**config.mk**
```make
export PLATFORM = sky130hd
export DESIGN_NAME = ledr_router
export DESIGN_NICKNAME = d
export VERILOG_FILES = /design/src/ledr_pkg.sv /design/src/ledr_router.sv
export SDC_FILE = /design/constraint.sdc
export NUM_CORES = 1
export LEC_CHECK = 0
export ABC_AREA = 0
export BUFFER_PORTS_ARGS = -buffer_cell sky130_fd_sc_hd__clkbuf_2
export CAP_MARGIN = 15
export CORE_MARGIN = 2
export CORE_UTILIZATION = 45
export DETAILED_ROUTE_END_ITERATION = 8
export GPL_TIMING_DRIVEN = 0
export PLACE_DENSITY_LB_ADDON = 0.05
export RECOVER_POWER = 50
export SYNTH_ARGS = -nofsm -noshare
export SYNTH_HDL_FRONTEND = slang
export SYNTH_SLANG_ARGS = --single-unit
```
**constraint.sdc**
```tcl
create_clock -name clk -period 3.4 [get_ports clk]
set_input_delay 0.34 -clock clk [delete_from_list [all_inputs] [get_ports clk]]
set_output_delay 0.34 -clock clk [all_outputs]
set_load 0.02 [all_outputs]
```
**src/ledr_pkg.sv**
```systemverilog
`default_nettype none

package ledr_pkg;

  localparam int unsigned NUM_SRC       = 40;
  localparam int unsigned NUM_LED       = 6;
  localparam int unsigned SEL_W         = 6;
  localparam int unsigned NUM_TASK      = 10;
  localparam int unsigned NUM_AUDIO     = 18;
  localparam int unsigned NUM_DYN       = 23;

  localparam int unsigned CLK_HZ        = 200_000_000;
  localparam int unsigned WINK_TIME_MS  = 100;
  localparam int unsigned WINK_CYCLES   = WINK_TIME_MS * (CLK_HZ / 1000);

  // source index map, shared by selectors and the source vector
  localparam logic [SEL_W-1:0] SRC_OFF          = 6'h00;
  localparam logic [SEL_W-1:0] SRC_ON           = 6'h01;
  localparam logic [SEL_W-1:0] SRC_TASK_BASE    = 6'h02;
  localparam logic [SEL_W-1:0] SRC_REDUCED_RATE = 6'h0c;
  localparam logic [SEL_W-1:0] SRC_LATE_ENC     = 6'h0d;
  localparam logic [SEL_W-1:0] SRC_LATE_DEC     = 6'h0e;
  localparam logic [SEL_W-1:0] SRC_SPARE        = 6'h0f;
  localparam logic [SEL_W-1:0] SRC_AUDIO_BASE   = 6'h10;
  localparam logic [SEL_W-1:0] SRC_PEAK_LATCHED = 6'h22;
  localparam logic [SEL_W-1:0] SRC_ANY_PEAK     = 6'h23;
  localparam logic [SEL_W-1:0] SRC_ANY_ACT      = 6'h24;
  localparam logic [SEL_W-1:0] SRC_VAD          = 6'h25;
  localparam logic [SEL_W-1:0] SRC_RUN          = 6'h26;
  localparam logic [SEL_W-1:0] SRC_ERR          = 6'h27;

  localparam logic [SEL_W-1:0] SEL_RST_FIRST    = SRC_ANY_PEAK;
  localparam logic [SEL_W-1:0] SEL_RST_SECOND   = SRC_ANY_ACT;
  localparam logic [SEL_W-1:0] SEL_RST_OTHER    = SRC_OFF;

  // one detector pair; peak sits in the lower bit
  typedef struct packed {
    logic act;
    logic peak;
  } ledr_det_s;

  // mixer-referenced: tx = mixer output port, rx = mixer input port
  // declared high to low so aud_tx lands on the lowest audio index
  typedef struct packed {
    ledr_det_s ton_rx;
    ledr_det_s com_rx;
    ledr_det_s com_tx;
    ledr_det_s voc_rx;
    ledr_det_s voc_tx;
    ledr_det_s pcm_rx;
    ledr_det_s pcm_tx;
    ledr_det_s aud_rx;
    ledr_det_s aud_tx;
  } ledr_audio_s;

  // bit 0 audio hw irq .. bit 9 uart poll task
  typedef struct packed {
    logic uart_poll_task_ind;
    logic packet_router_task_ind;
    logic decoder_task_ind;
    logic encoder_task_ind;
    logic linear_voice_task_ind;
    logic rate_adapter_task_ind;
    logic nibble_rx_irq_ind;
    logic nibble_tx_irq_ind;
    logic sample_port_hw_irq_ind;
    logic audio_hw_irq_ind;
  } ledr_task_s;

  typedef struct packed {
    logic late_enc_ev;
    logic late_dec_ev;
    logic vad_level;
    logic run_level;
    logic err_level;
    logic err_ev;
  } ledr_gen_s;

endpackage : ledr_pkg

`default_nettype wire

```
**src/ledr_router.sv**
```systemverilog
`default_nettype none


module ledr_router #(
  parameter int unsigned WINK_CYC = ledr_pkg::WINK_CYCLES,
  parameter int unsigned SEL_BITS = ledr_pkg::SEL_W
) (
  input  wire logic                                  clk,
  input  wire logic                                  nrst,
  input  wire ledr_pkg::ledr_audio_s                 audio_ev,
  input  wire ledr_pkg::ledr_task_s                  task_busy,
  input  wire ledr_pkg::ledr_gen_s                   gen_in,
  input  wire logic                                  reduced_rate_mode,
  input  wire logic                                  peak_latch_clr,
  input  wire logic [ledr_pkg::NUM_LED-1:0]          sel_wr_en,
  input  wire logic [SEL_BITS-1:0]                   sel_wr_data,
  output var  logic [ledr_pkg::NUM_LED-1:0]          led
);

  localparam int unsigned CNT_W = $clog2(WINK_CYC + 1);
  localparam logic [CNT_W-1:0] CNT_LOAD = CNT_W'(WINK_CYC);
  localparam logic [CNT_W-1:0] CNT_ZERO = '0;

  if (WINK_CYC < 1) begin : g_bad_wink
    $error("wink length must be at least one cycle");
  end
  if (SEL_BITS < ledr_pkg::SEL_W) begin : g_bad_sel
    $error("selector too narrow for the source map");
  end

  // bounds-checked pick, shared by every LED
  function automatic logic pick_src(input logic [ledr_pkg::NUM_SRC-1:0] v, input logic [SEL_BITS-1:0] s);
    logic r;
    r = 1'b0;
    if (s < SEL_BITS'(ledr_pkg::NUM_SRC)) begin
      r = v[s];
    end
    return r;
  endfunction

  // ---------------- dynamic sources and their wink stretchers
  wire logic [ledr_pkg::NUM_AUDIO-1:0] audio_vec = audio_ev;
  wire logic any_peak_ev = audio_ev.aud_tx.peak | audio_ev.aud_rx.peak | audio_ev.pcm_tx.peak
                         | audio_ev.pcm_rx.peak | audio_ev.voc_tx.peak | audio_ev.voc_rx.peak
                         | audio_ev.ton_rx.peak | audio_ev.com_tx.peak | audio_ev.com_rx.peak;
  wire logic any_act_ev  = audio_ev.aud_tx.act | audio_ev.aud_rx.act | audio_ev.pcm_tx.act
                         | audio_ev.pcm_rx.act | audio_ev.voc_tx.act | audio_ev.voc_rx.act
                         | audio_ev.ton_rx.act | audio_ev.com_tx.act | audio_ev.com_rx.act;

  // order: audio[17:0], any peak, any act, late enc, late dec, err event
  wire logic [ledr_pkg::NUM_DYN-1:0] dyn_ev = {gen_in.err_ev, gen_in.late_dec_ev, gen_in.late_enc_ev,
                                               any_act_ev, any_peak_ev, audio_vec};
  logic [ledr_pkg::NUM_DYN-1:0] wink;

  // a fresh event restarts the wink so bursts keep the LED lit
  for (genvar d = 0; d < ledr_pkg::NUM_DYN; d++) begin : g_wink
    logic [CNT_W-1:0] cnt;
    wire logic [CNT_W-1:0] next_cnt = dyn_ev[d] ? CNT_LOAD
                                    : (cnt != CNT_ZERO) ? cnt - 1'b1 : CNT_ZERO;
    always_ff @(posedge clk or negedge nrst) begin
      if (!nrst) cnt <= CNT_ZERO;
      else       cnt <= next_cnt;
    end
    assign wink[d] = (cnt != CNT_ZERO);
  end

  // ---------------- latched any-peak, set wins over clear
  logic peak_latched;
  wire logic next_peak_latched = any_peak_ev | (peak_latched & ~peak_latch_clr);
  always_ff @(posedge clk or negedge nrst) begin
    if (!nrst) peak_latched <= 1'b0;
    else       peak_latched <= next_peak_latched;
  end

  // ---------------- source vector
  logic [ledr_pkg::NUM_SRC-1:0] src;
  always_comb begin
    src = '0;
    src[ledr_pkg::SRC_OFF]          = 1'b0;
    src[ledr_pkg::SRC_ON]           = 1'b1;
    src[ledr_pkg::SRC_TASK_BASE +: ledr_pkg::NUM_TASK] = task_busy;
    src[ledr_pkg::SRC_REDUCED_RATE] = reduced_rate_mode;
    src[ledr_pkg::SRC_LATE_ENC]     = wink[20];
    src[ledr_pkg::SRC_LATE_DEC]     = wink[21];
    src[ledr_pkg::SRC_SPARE]        = 1'b0;
    src[ledr_pkg::SRC_AUDIO_BASE +: ledr_pkg::NUM_AUDIO] = wink[ledr_pkg::NUM_AUDIO-1:0];
    src[ledr_pkg::SRC_PEAK_LATCHED] = peak_latched;
    src[ledr_pkg::SRC_ANY_PEAK]     = wink[18];
    src[ledr_pkg::SRC_ANY_ACT]      = wink[19];
    src[ledr_pkg::SRC_VAD]          = gen_in.vad_level;
    src[ledr_pkg::SRC_RUN]          = gen_in.run_level;
    src[ledr_pkg::SRC_ERR]          = gen_in.err_level | wink[22];
  end

  // ---------------- selectors and LED flops
  logic [SEL_BITS-1:0] sel [ledr_pkg::NUM_LED];

  for (genvar i = 0; i < ledr_pkg::NUM_LED; i++) begin : g_led
    localparam logic [SEL_BITS-1:0] SEL_RST = (i == 0) ? SEL_BITS'(ledr_pkg::SEL_RST_FIRST)
                                            : (i == 1) ? SEL_BITS'(ledr_pkg::SEL_RST_SECOND)
                                            : SEL_BITS'(ledr_pkg::SEL_RST_OTHER);
    wire logic [SEL_BITS-1:0] next_sel = sel_wr_en[i] ? sel_wr_data : sel[i];
    wire logic next_led = pick_src(src, sel[i]);

    always_ff @(posedge clk or negedge nrst) begin
      if (!nrst) begin
        sel[i] <= SEL_RST;
        led[i] <= 1'b0;
      end else begin
        sel[i] <= next_sel;
        led[i] <= next_led;
      end
    end

    property p_off_dark;
      @(posedge clk) disable iff (!nrst)
        sel[i] == SEL_BITS'(ledr_pkg::SRC_OFF) |=> !led[i];
    endproperty
    a_off_dark: assert property (p_off_dark) else $error("off selection lit an led");

    property p_on_lit;
      @(posedge clk) disable iff (!nrst)
        sel[i] == SEL_BITS'(ledr_pkg::SRC_ON) |=> led[i];
    endproperty
    a_on_lit: assert property (p_on_lit) else $error("on selection left an led dark");

    property p_range_dark;
      @(posedge clk) disable iff (!nrst)
        sel[i] >= SEL_BITS'(ledr_pkg::NUM_SRC) |=> !led[i];
    endproperty
    a_range_dark: assert property (p_range_dark) else $error("out of range selection lit an led");

    property p_sel_write;
      @(posedge clk) disable iff (!nrst)
        sel_wr_en[i] |=> sel[i] == $past(sel_wr_data);
    endproperty
    a_sel_write: assert property (p_sel_write) else $error("selector write not taken next clock");

    property p_reduced_follow;
      @(posedge clk) disable iff (!nrst)
        sel[i] == SEL_BITS'(ledr_pkg::SRC_REDUCED_RATE) |=> led[i] == $past(reduced_rate_mode);
    endproperty
    a_reduced_follow: assert property (p_reduced_follow) else $error("led does not follow reduced rate mode");

    property p_task_follow;
      @(posedge clk) disable iff (!nrst)
        sel[i] == SEL_BITS'(ledr_pkg::SRC_TASK_BASE) |=> led[i] == $past(task_busy.audio_hw_irq_ind);
    endproperty
    a_task_follow: assert property (p_task_follow) else $error("led does not follow task activity");

    property p_any_peak_wink;
      @(posedge clk) disable iff (!nrst)
        (any_peak_ev && sel[i] == SEL_BITS'(ledr_pkg::SRC_ANY_PEAK) && !sel_wr_en[i]) |-> ##2 led[i];
    endproperty
    a_any_peak_wink: assert property (p_any_peak_wink) else $error("any peak event did not light led");

    property p_any_act_wink;
      @(posedge clk) disable iff (!nrst)
        (audio_ev.ton_rx.act && sel[i] == SEL_BITS'(ledr_pkg::SRC_ANY_ACT) && !sel_wr_en[i]) |-> ##2 led[i];
    endproperty
    a_any_act_wink: assert property (p_any_act_wink) else $error("activity event did not light led");
  end

  // reset values of the first two selectors
  property p_reset_defaults;
    @(posedge clk) $rose(nrst) |-> sel[0] == SEL_BITS'(ledr_pkg::SEL_RST_FIRST)
                                && sel[1] == SEL_BITS'(ledr_pkg::SEL_RST_SECOND);
  endproperty
  a_reset_defaults: assert property (p_reset_defaults) else $error("wrong default led assignment");

  // every event reloads the full wink count, so a burst keeps the led lit
  property p_wink_len;
    @(posedge clk) disable iff (!nrst)
      any_peak_ev |=> g_wink[18].cnt == CNT_LOAD;
  endproperty
  a_wink_len: assert property (p_wink_len) else $error("wink counter not reloaded on event");

  property p_wink_end;
    @(posedge clk) disable iff (!nrst)
      (g_wink[18].cnt == CNT_W'(1) && !any_peak_ev) |=> !wink[18];
  endproperty
  a_wink_end: assert property (p_wink_end) else $error("wink did not end after its count");

endmodule // ledr_router

`default_nettype wire

```
==> results of run 1 <==
[Yosys cell counts, types with 22 or more instances]
master and n:
clkbuf_1 101, ha_1 41, xnor2_1 297, o21ai_0 75, o31ai_1 27, nand3b_1 22
nand2b_1 23, nand4_1 23, o21bai_1 153, a21oi_1 91, xor2_1 149, or2_2 36
or4_1 71, mux2_2 24, inv_1 71, nor3_1 164, nor2_1 581, nand3_1 52
nand2_1 186, dfrtp_1 613, or3_1 75, nor4_1 108
[worst max-delay path, cell delays in order, from the launching register on]
cell and delay (ps):
dfrtp_1 390, or4_1 610, or4_1 520, and3b_1 500, or2_2 180, clkbuf_1 330, clkbuf_1 460, nor2_1 120
[per-layer routing]
metal / vias up / wire, um / track usage (%)
li1: 11600 / - / -
met1: 11700 / 36500 / 30.8
met2: 434 / 34500 / 33.7
met3: 159 / 3780 / 4.09
met4: 22 / 2380 / 7.69
met5: - / 133 / 0
[flip-flops by register name (all words and copies together) (netlist names)]
signal and flops:
g_wink.cnt 575, led 6, peak_latched 1, sel 36
[cell type report]
class,instances,area (um^2)
Clock inverter,19,206
Antenna cell,5,12.5
Clock buffer,112,2260
Timing Repair Buffer,59,408
Inverter,72,270
Sequential cell,618,15500
Fill cell,6378,34000
Multi-Input combinational cell,2429,15500
Buffer,117,469
Tap cell,940,1180
[cell families (layout without fill, tap and decap cells)]
kind of cell               Yosys count  after routing
AOI/OAI and AO/OA                  458            458
other                                0              5
DFF                                618            618
adders and majority gates           41             41
and+or+nand+nor                   1442           1442
buffers and inverters              192            379
xor gates and xnor gates           446            446
muxes                               42             42
[worst paths after layout]
check                                             from                      endpoint
max                        g_wink[0].cnt[17]$_DFF_PN0_   g_wink[0].cnt[15]$_DFF_PN0_
min                                          gen_in[4]  g_wink[21].cnt[24]$_DFF_PN0_
max reg2reg                g_wink[0].cnt[17]$_DFF_PN0_   g_wink[0].cnt[15]$_DFF_PN0_
min reg2reg                g_wink[21].cnt[0]$_DFF_PN0_   g_wink[21].cnt[0]$_DFF_PN0_
max in group asynchronous                         nrst   g_wink[16].cnt[1]$_DFF_PN0_
min in group asynchronous                         nrst   g_wink[20].cnt[9]$_DFF_PN0_
[per-stage QoR]
step	total power, mW	instances	cell area, um^2	worst slack (ps)
after floorplan	10.6	3239	31600	677
after CTS	19.6	4360	35700	26.2
after global placement	11.3	4212	32900	-12580
final	19.3	4371	35800	150
after detailed placement	11.4	4223	33100	-439
after global routing	20.3	4370	35800	3.47
[power groups by stage]
| stage | Clock (mW) | Sequential (mW) | Combinational [mW] |
|---|---|---|---|
| after global placement | 0 | 8.62 | 2.69 |
| after detailed placement | 0 | 8.64 | 2.78 |
| after global routing | 8.54 | 8.63 | 3.14 |
| after CTS | 8.23 | 8.53 | 2.80 |
| after floorplan | 0 | 8.53 | 2.05 |
| final | 7.95 | 8.54 | 2.78 |
[timing repair]
| action | 4_1_cts | 5_1_grt |
|---|---|---|
| hold endpoints to repair | 56 | 0 |
| endpoints found under the setup margin | 68 | 93 |
| resized for setup | 14 | 14 |
| pin swaps | 2 | 5 |
| setup buffers | 5 | 6 |
| hold buffers | 2 | 0 |
==> impl_metrics.tcl, run 1 <==
set metrics [dict create \
    insertion_delay_ps 620 \
    clkPwrFrac_pct 41.3 \
    avgSynthCellArea_um2 9.75 \
    rsz0062_at_grt "no" \
    netlist_area_um2 31600 \
    path_class "reg2reg" \
    grt_start_max_net_pins 111 \
    setup-violations-final 0 \
    start_util_pct 45.2 \
    drt-initial-drc-count 1790 \
    final_cell_mix "613 x dfrtp_1, 581 x nor2_1, 297 x xnor2_1" \
    p_sw_share_pct 27.6 \
    synth_xor_area_share_pct 12.4 \
    via_per_inst 5.47 \
    synth_edf_count 0 \
    htree_levels 3 \
    numPortBuffers 33 \
    cts_tree "done" \
    fin_crit_ps 3250 \
    tightestPinTransition_ps 1570 \
    synth_compound_area_share_pct 9.99 \
    grt_pass1_vias 23900 \
    dp_hpwl_um 54000 \
    numCtsBuffers 73 \
    grt_overflow 0 \
    drc 0 \
    ctsLongestPathBuffers 3 \
    drive_above_1_share_pct 8.87 \
    yosys_warnings 0 \
    die_area_um2 72300 \
    relSlewSlack_pct -4.97 \
    root_buffer "clkbuf_16" \
    num_vias 23900 \
    ys_types 88 \
    startpoint_type "flop" \
    critPathCaptureType "flop" \
    synth_top_family_by_area "simple AND/OR/NAND/NOR gates" \
    p_seq_share_pct 44.3 \
    synthAdderAreaFrac_pct 1.62 \
    violations "max-capacitance violations, max-slew violations" \
    cp.arrival_ps 3730 \
    synthesis.nets 3330 \
    die_y_um 269 \
    firstDrtPassIters 5 \
    final_core_util_pct 51.3 \
    synth_top_cell_by_area "dfrtp_1" \
    power_density_nw_per_um2 539 \
    io_pins 56 \
    clock_skew_ps 17.9 \
    synthMuxAreaShare_pct 2.02 \
    reg2regPathDepth 7 \
    yosys.area_share.simple_pct 22.6 \
    ys_seq_elements 618 \
    wl_per_cell_um 17.7 \
    rows 97 \
    cts.sinks 618 \
    status "finished, violations left" \
    rrSetupSlack_ps 150 \
    yosysSeqAreaShare_pct 49.0 \
    wl_um 77300 \
    combPwrFrac_pct 14.4 \
    hold_violations 0 \
    cp_max_fo 10 \
    die_x_um 269 \
    core_um2 69800 \
    p_leak_nw 14.3 \
    synth_top_area_share_pct 48.6 \
    whs_ps 57.9 \
    ant_nets 0 \
    finalNetCount 3461 \
    required_ps 3880 \
    p_int_mw 13.9 \
    worst_hold_path_type "in2reg" \
    grtUsageTotal_pct 21.8 \
    final_common_cell "dfrtp_1" \
    syn_to_final_growth_pct 13.3 \
    gp_congestion 0.875 \
    switchingPower_mw 5.32 \
    synthArstFlopShare_pct 100 \
    antenna_found_initial 17 \
    grt_pass1_wl_um 127000 \
    synthCells 3239 \
    cap_viol_max_count 1 \
    min_period_over_period_pct 95.6 \
    synthTopCellsByArea "dfrtp_1 49%, xnor2_1 8.2%, nor2_1 6.9%" \
    finalMaxSlewViolations 57 \
    whs_path_depth 2 \
    ir_drop_mv 0.445 \
    tns_ps 0 \
    path_clk_slew_ps 60 \
    max_freq_ghz 0.308 \
    dominantRegCellSynth "dfrtp_1" \
]
Note: power is estimated with default switching activity, not from simulation.
==> run 2, diff against run 1 <==
Settings changed: CORE_UTILIZATION 45 to 57.
Clock period 3.4 ns to 2.8 ns, I/O delays scaled along.
==> run 2 against run 1 <==
Compared with the run above:
- the run ends with negative setup slack left
- largest cell class unchanged
- setup slack worse by 280 ps
- sequential power increased by 22%
- critical path depth is 1 higher
- final cell count is 4.3% lower
==> impl_metrics.tcl, run 2 (same netlist as run 1, synthesis figures left out) <==
set metrics [dict create \
    antenna_found_initial 8 \
    dp.cells 4029 \
    grt_pass1_vias 24300 \
    core_um2 55000 \
    p_seq_share_pct 45.3 \
    combPwrFrac_pct 15.1 \
    switchingPower_mw 6.40 \
    final_common_cell "dfrtp_1" \
    startpoint_type "flop" \
    relSlewSlack_pct 16.9 \
    status "finished, violations left" \
    p_sw_share_pct 27.9 \
    stdcell_count 4181 \
    insertion_delay_ps 610 \
    clock_skew_ps 32.7 \
    required_ps 3250 \
    ir_drop_mv 0.590 \
    grt_start_max_net_pins 118 \
    critPathCaptureType "flop" \
    dp_hpwl_um 51200 \
    dpl_cell_area_um2 32900 \
    gp_congestion 0.953 \
    cp_max_fo 5 \
    num_vias 24300 \
    finalNetCount 3473 \
    grtUsageTotal_pct 26.9 \
    wl_per_cell_um 18.1 \
    path_class "reg2reg" \
    max_freq_ghz 0.342 \
    power_density_nw_per_um2 638 \
    drc 0 \
    hold_violations 0 \
    worst_hold_path_type "in2reg" \
    grt_overflow 0 \
    fin_crit_ps 2930 \
    firstDrtPassIters 7 \
    ant_nets 0 \
    cp.arrival_ps 3380 \
    drt-initial-drc-count 1605 \
    final_core_util_pct 65.5 \
    root_buffer "clkbuf_16" \
    numCtsBuffers 69 \
    max_flop_register "g_wink.cnt" \
    clkPwrFrac_pct 39.6 \
    die_y_um 239 \
    io_pins 56 \
    via_per_inst 5.80 \
    start_util_pct 57.4 \
    numPortBuffers 33 \
    largest_reg_flops 575 \
    wl_um 75500 \
    die_x_um 239 \
    final_area_um2 36000 \
    reg_top3 "g_wink.cnt x575, sel x36, led x6" \
    grt_pass1_wl_um 125000 \
    cts_tree "done" \
    rsz0062_at_grt "yes" \
    tightestPinTransition_ps 1250 \
    violations "negative setup slack" \
    syn_to_final_growth_pct 14.0 \
    p_int_mw 16.6 \
    ctsLongestPathBuffers 3 \
    setup_slack_ps -128 \
    die_area_um2 57300 \
    setup-violations-final 16 \
    finalMaxSlewViolations 0 \
    final_cell_mix "613 x dfrtp_1, 578 x nor2_1, 297 x xnor2_1" \
    drive_above_1_share_pct 10.8 \
    min_period_over_period_pct 105 \
    cap_viol_max_count 0 \
    rows 86 \
    cts.sinks 618 \
    path_clk_slew_ps 60 \
    htree_levels 3 \
    p_leak_nw 14.5 \
]
## run 2: cell types whose count changed in the layout (fill, tap and decap cells not counted), sizes merged
cell         change
buf             +21
clkbuf          -17
clkinv           -7
dlygate4sd3      +2
bufbuf           +1
bufinv           +1
clkinvlp         +1
diode            -1
inv              +1
## run 2: power groups by stage
stage / logic, mW / clock network [mW] / registers, mW
6_report: 3.46 / 9.08 / 10.4
5_1_grt: 3.90 / 9.68 / 10.5
4_1_cts: 3.45 / 9.32 / 10.4
3_5_place_dp: 3.35 / 0 / 10.5
3_3_place_gp: 3.23 / 0 / 10.5
2_1_floorplan: 2.49 / 0 / 10.4
## run 2: cell type report
cell class	instances	area, um^2
fillers	4477	19000
multi-input cells	2429	15900
inverters	72	270
well taps	748	936
flip-flops and latches	618	15500
clock buffers	103	2050
diodes	4	10.0
plain buffers	108	504
clock inverters	15	216
repair buffers	84	657
## run 2: what timing repair did
item	in CTS	in global routing
gates resized for setup	92	61
hold buffers	4	0
endpoints found under the hold margin	99	0
cloned	1	0
setup endpoints to repair	352	192
setup buffers	27	9
pin swaps	20	11
## run 2: path summary, 6_finish.rpt
| kind | from | slack [ps] | cells after the start | to |
|---|---|---|---|---|
| setup / recovery | g_wink[1].cnt[23]$_DFF_PN0_ | -130 | 8 | led[5]$_DFF_PN0_ |
| hold / removal | gen_in[0] | 40 | 2 | g_wink[22].cnt[20]$_DFF_PN0_ |
| setup reg to reg | g_wink[1].cnt[23]$_DFF_PN0_ | -130 | 8 | led[5]$_DFF_PN0_ |
| hold reg to reg | g_wink[12].cnt[0]$_DFF_PN0_ | 460 | 1 | g_wink[12].cnt[0]$_DFF_PN0_ |
| max in group asynchronous | nrst | 410 | 5 | g_wink[12].cnt[7]$_DFF_PN0_ |
| min in group asynchronous | nrst | 290 | 2 | g_wink[13].cnt[4]$_DFF_PN0_ |
## run 2: metal layers
metal / GRT usage, % / up-vias / wire length, um
met2: 42.9 / 514 / 34700
met4: 7.08 / 8 / 2010
li1: - / 11600 / -
met3: 4.86 / 133 / 4210
met5: 0 / - / 57
met1: 38.0 / 12000 / 34500
## run 2: worst max-delay path, cell delays in order (launching register included)
cell,delay [ps]
dfrtp_1,390
or4_4,550
or3b_4,390
or4_4,540
buf_12,170
mux2_4,270
o32ai_4,220
o22ai_2,110
o2bb2ai_2,140
## run 2: through the flow
stage	hold WS (ps)	setup slack (ps)	total power [mW]	TNS, ps
6_report	35.8	-128	23.0	-782
5_1_grt	29.7	-203	24.1	-7090
3_3_place_gp	442	-12690	13.7	-7904720
4_1_cts	10.9	-135	23.1	-418
3_5_place_dp	408	-899	13.9	-122730
2_1_floorplan	-15.6	77.4	12.8	0
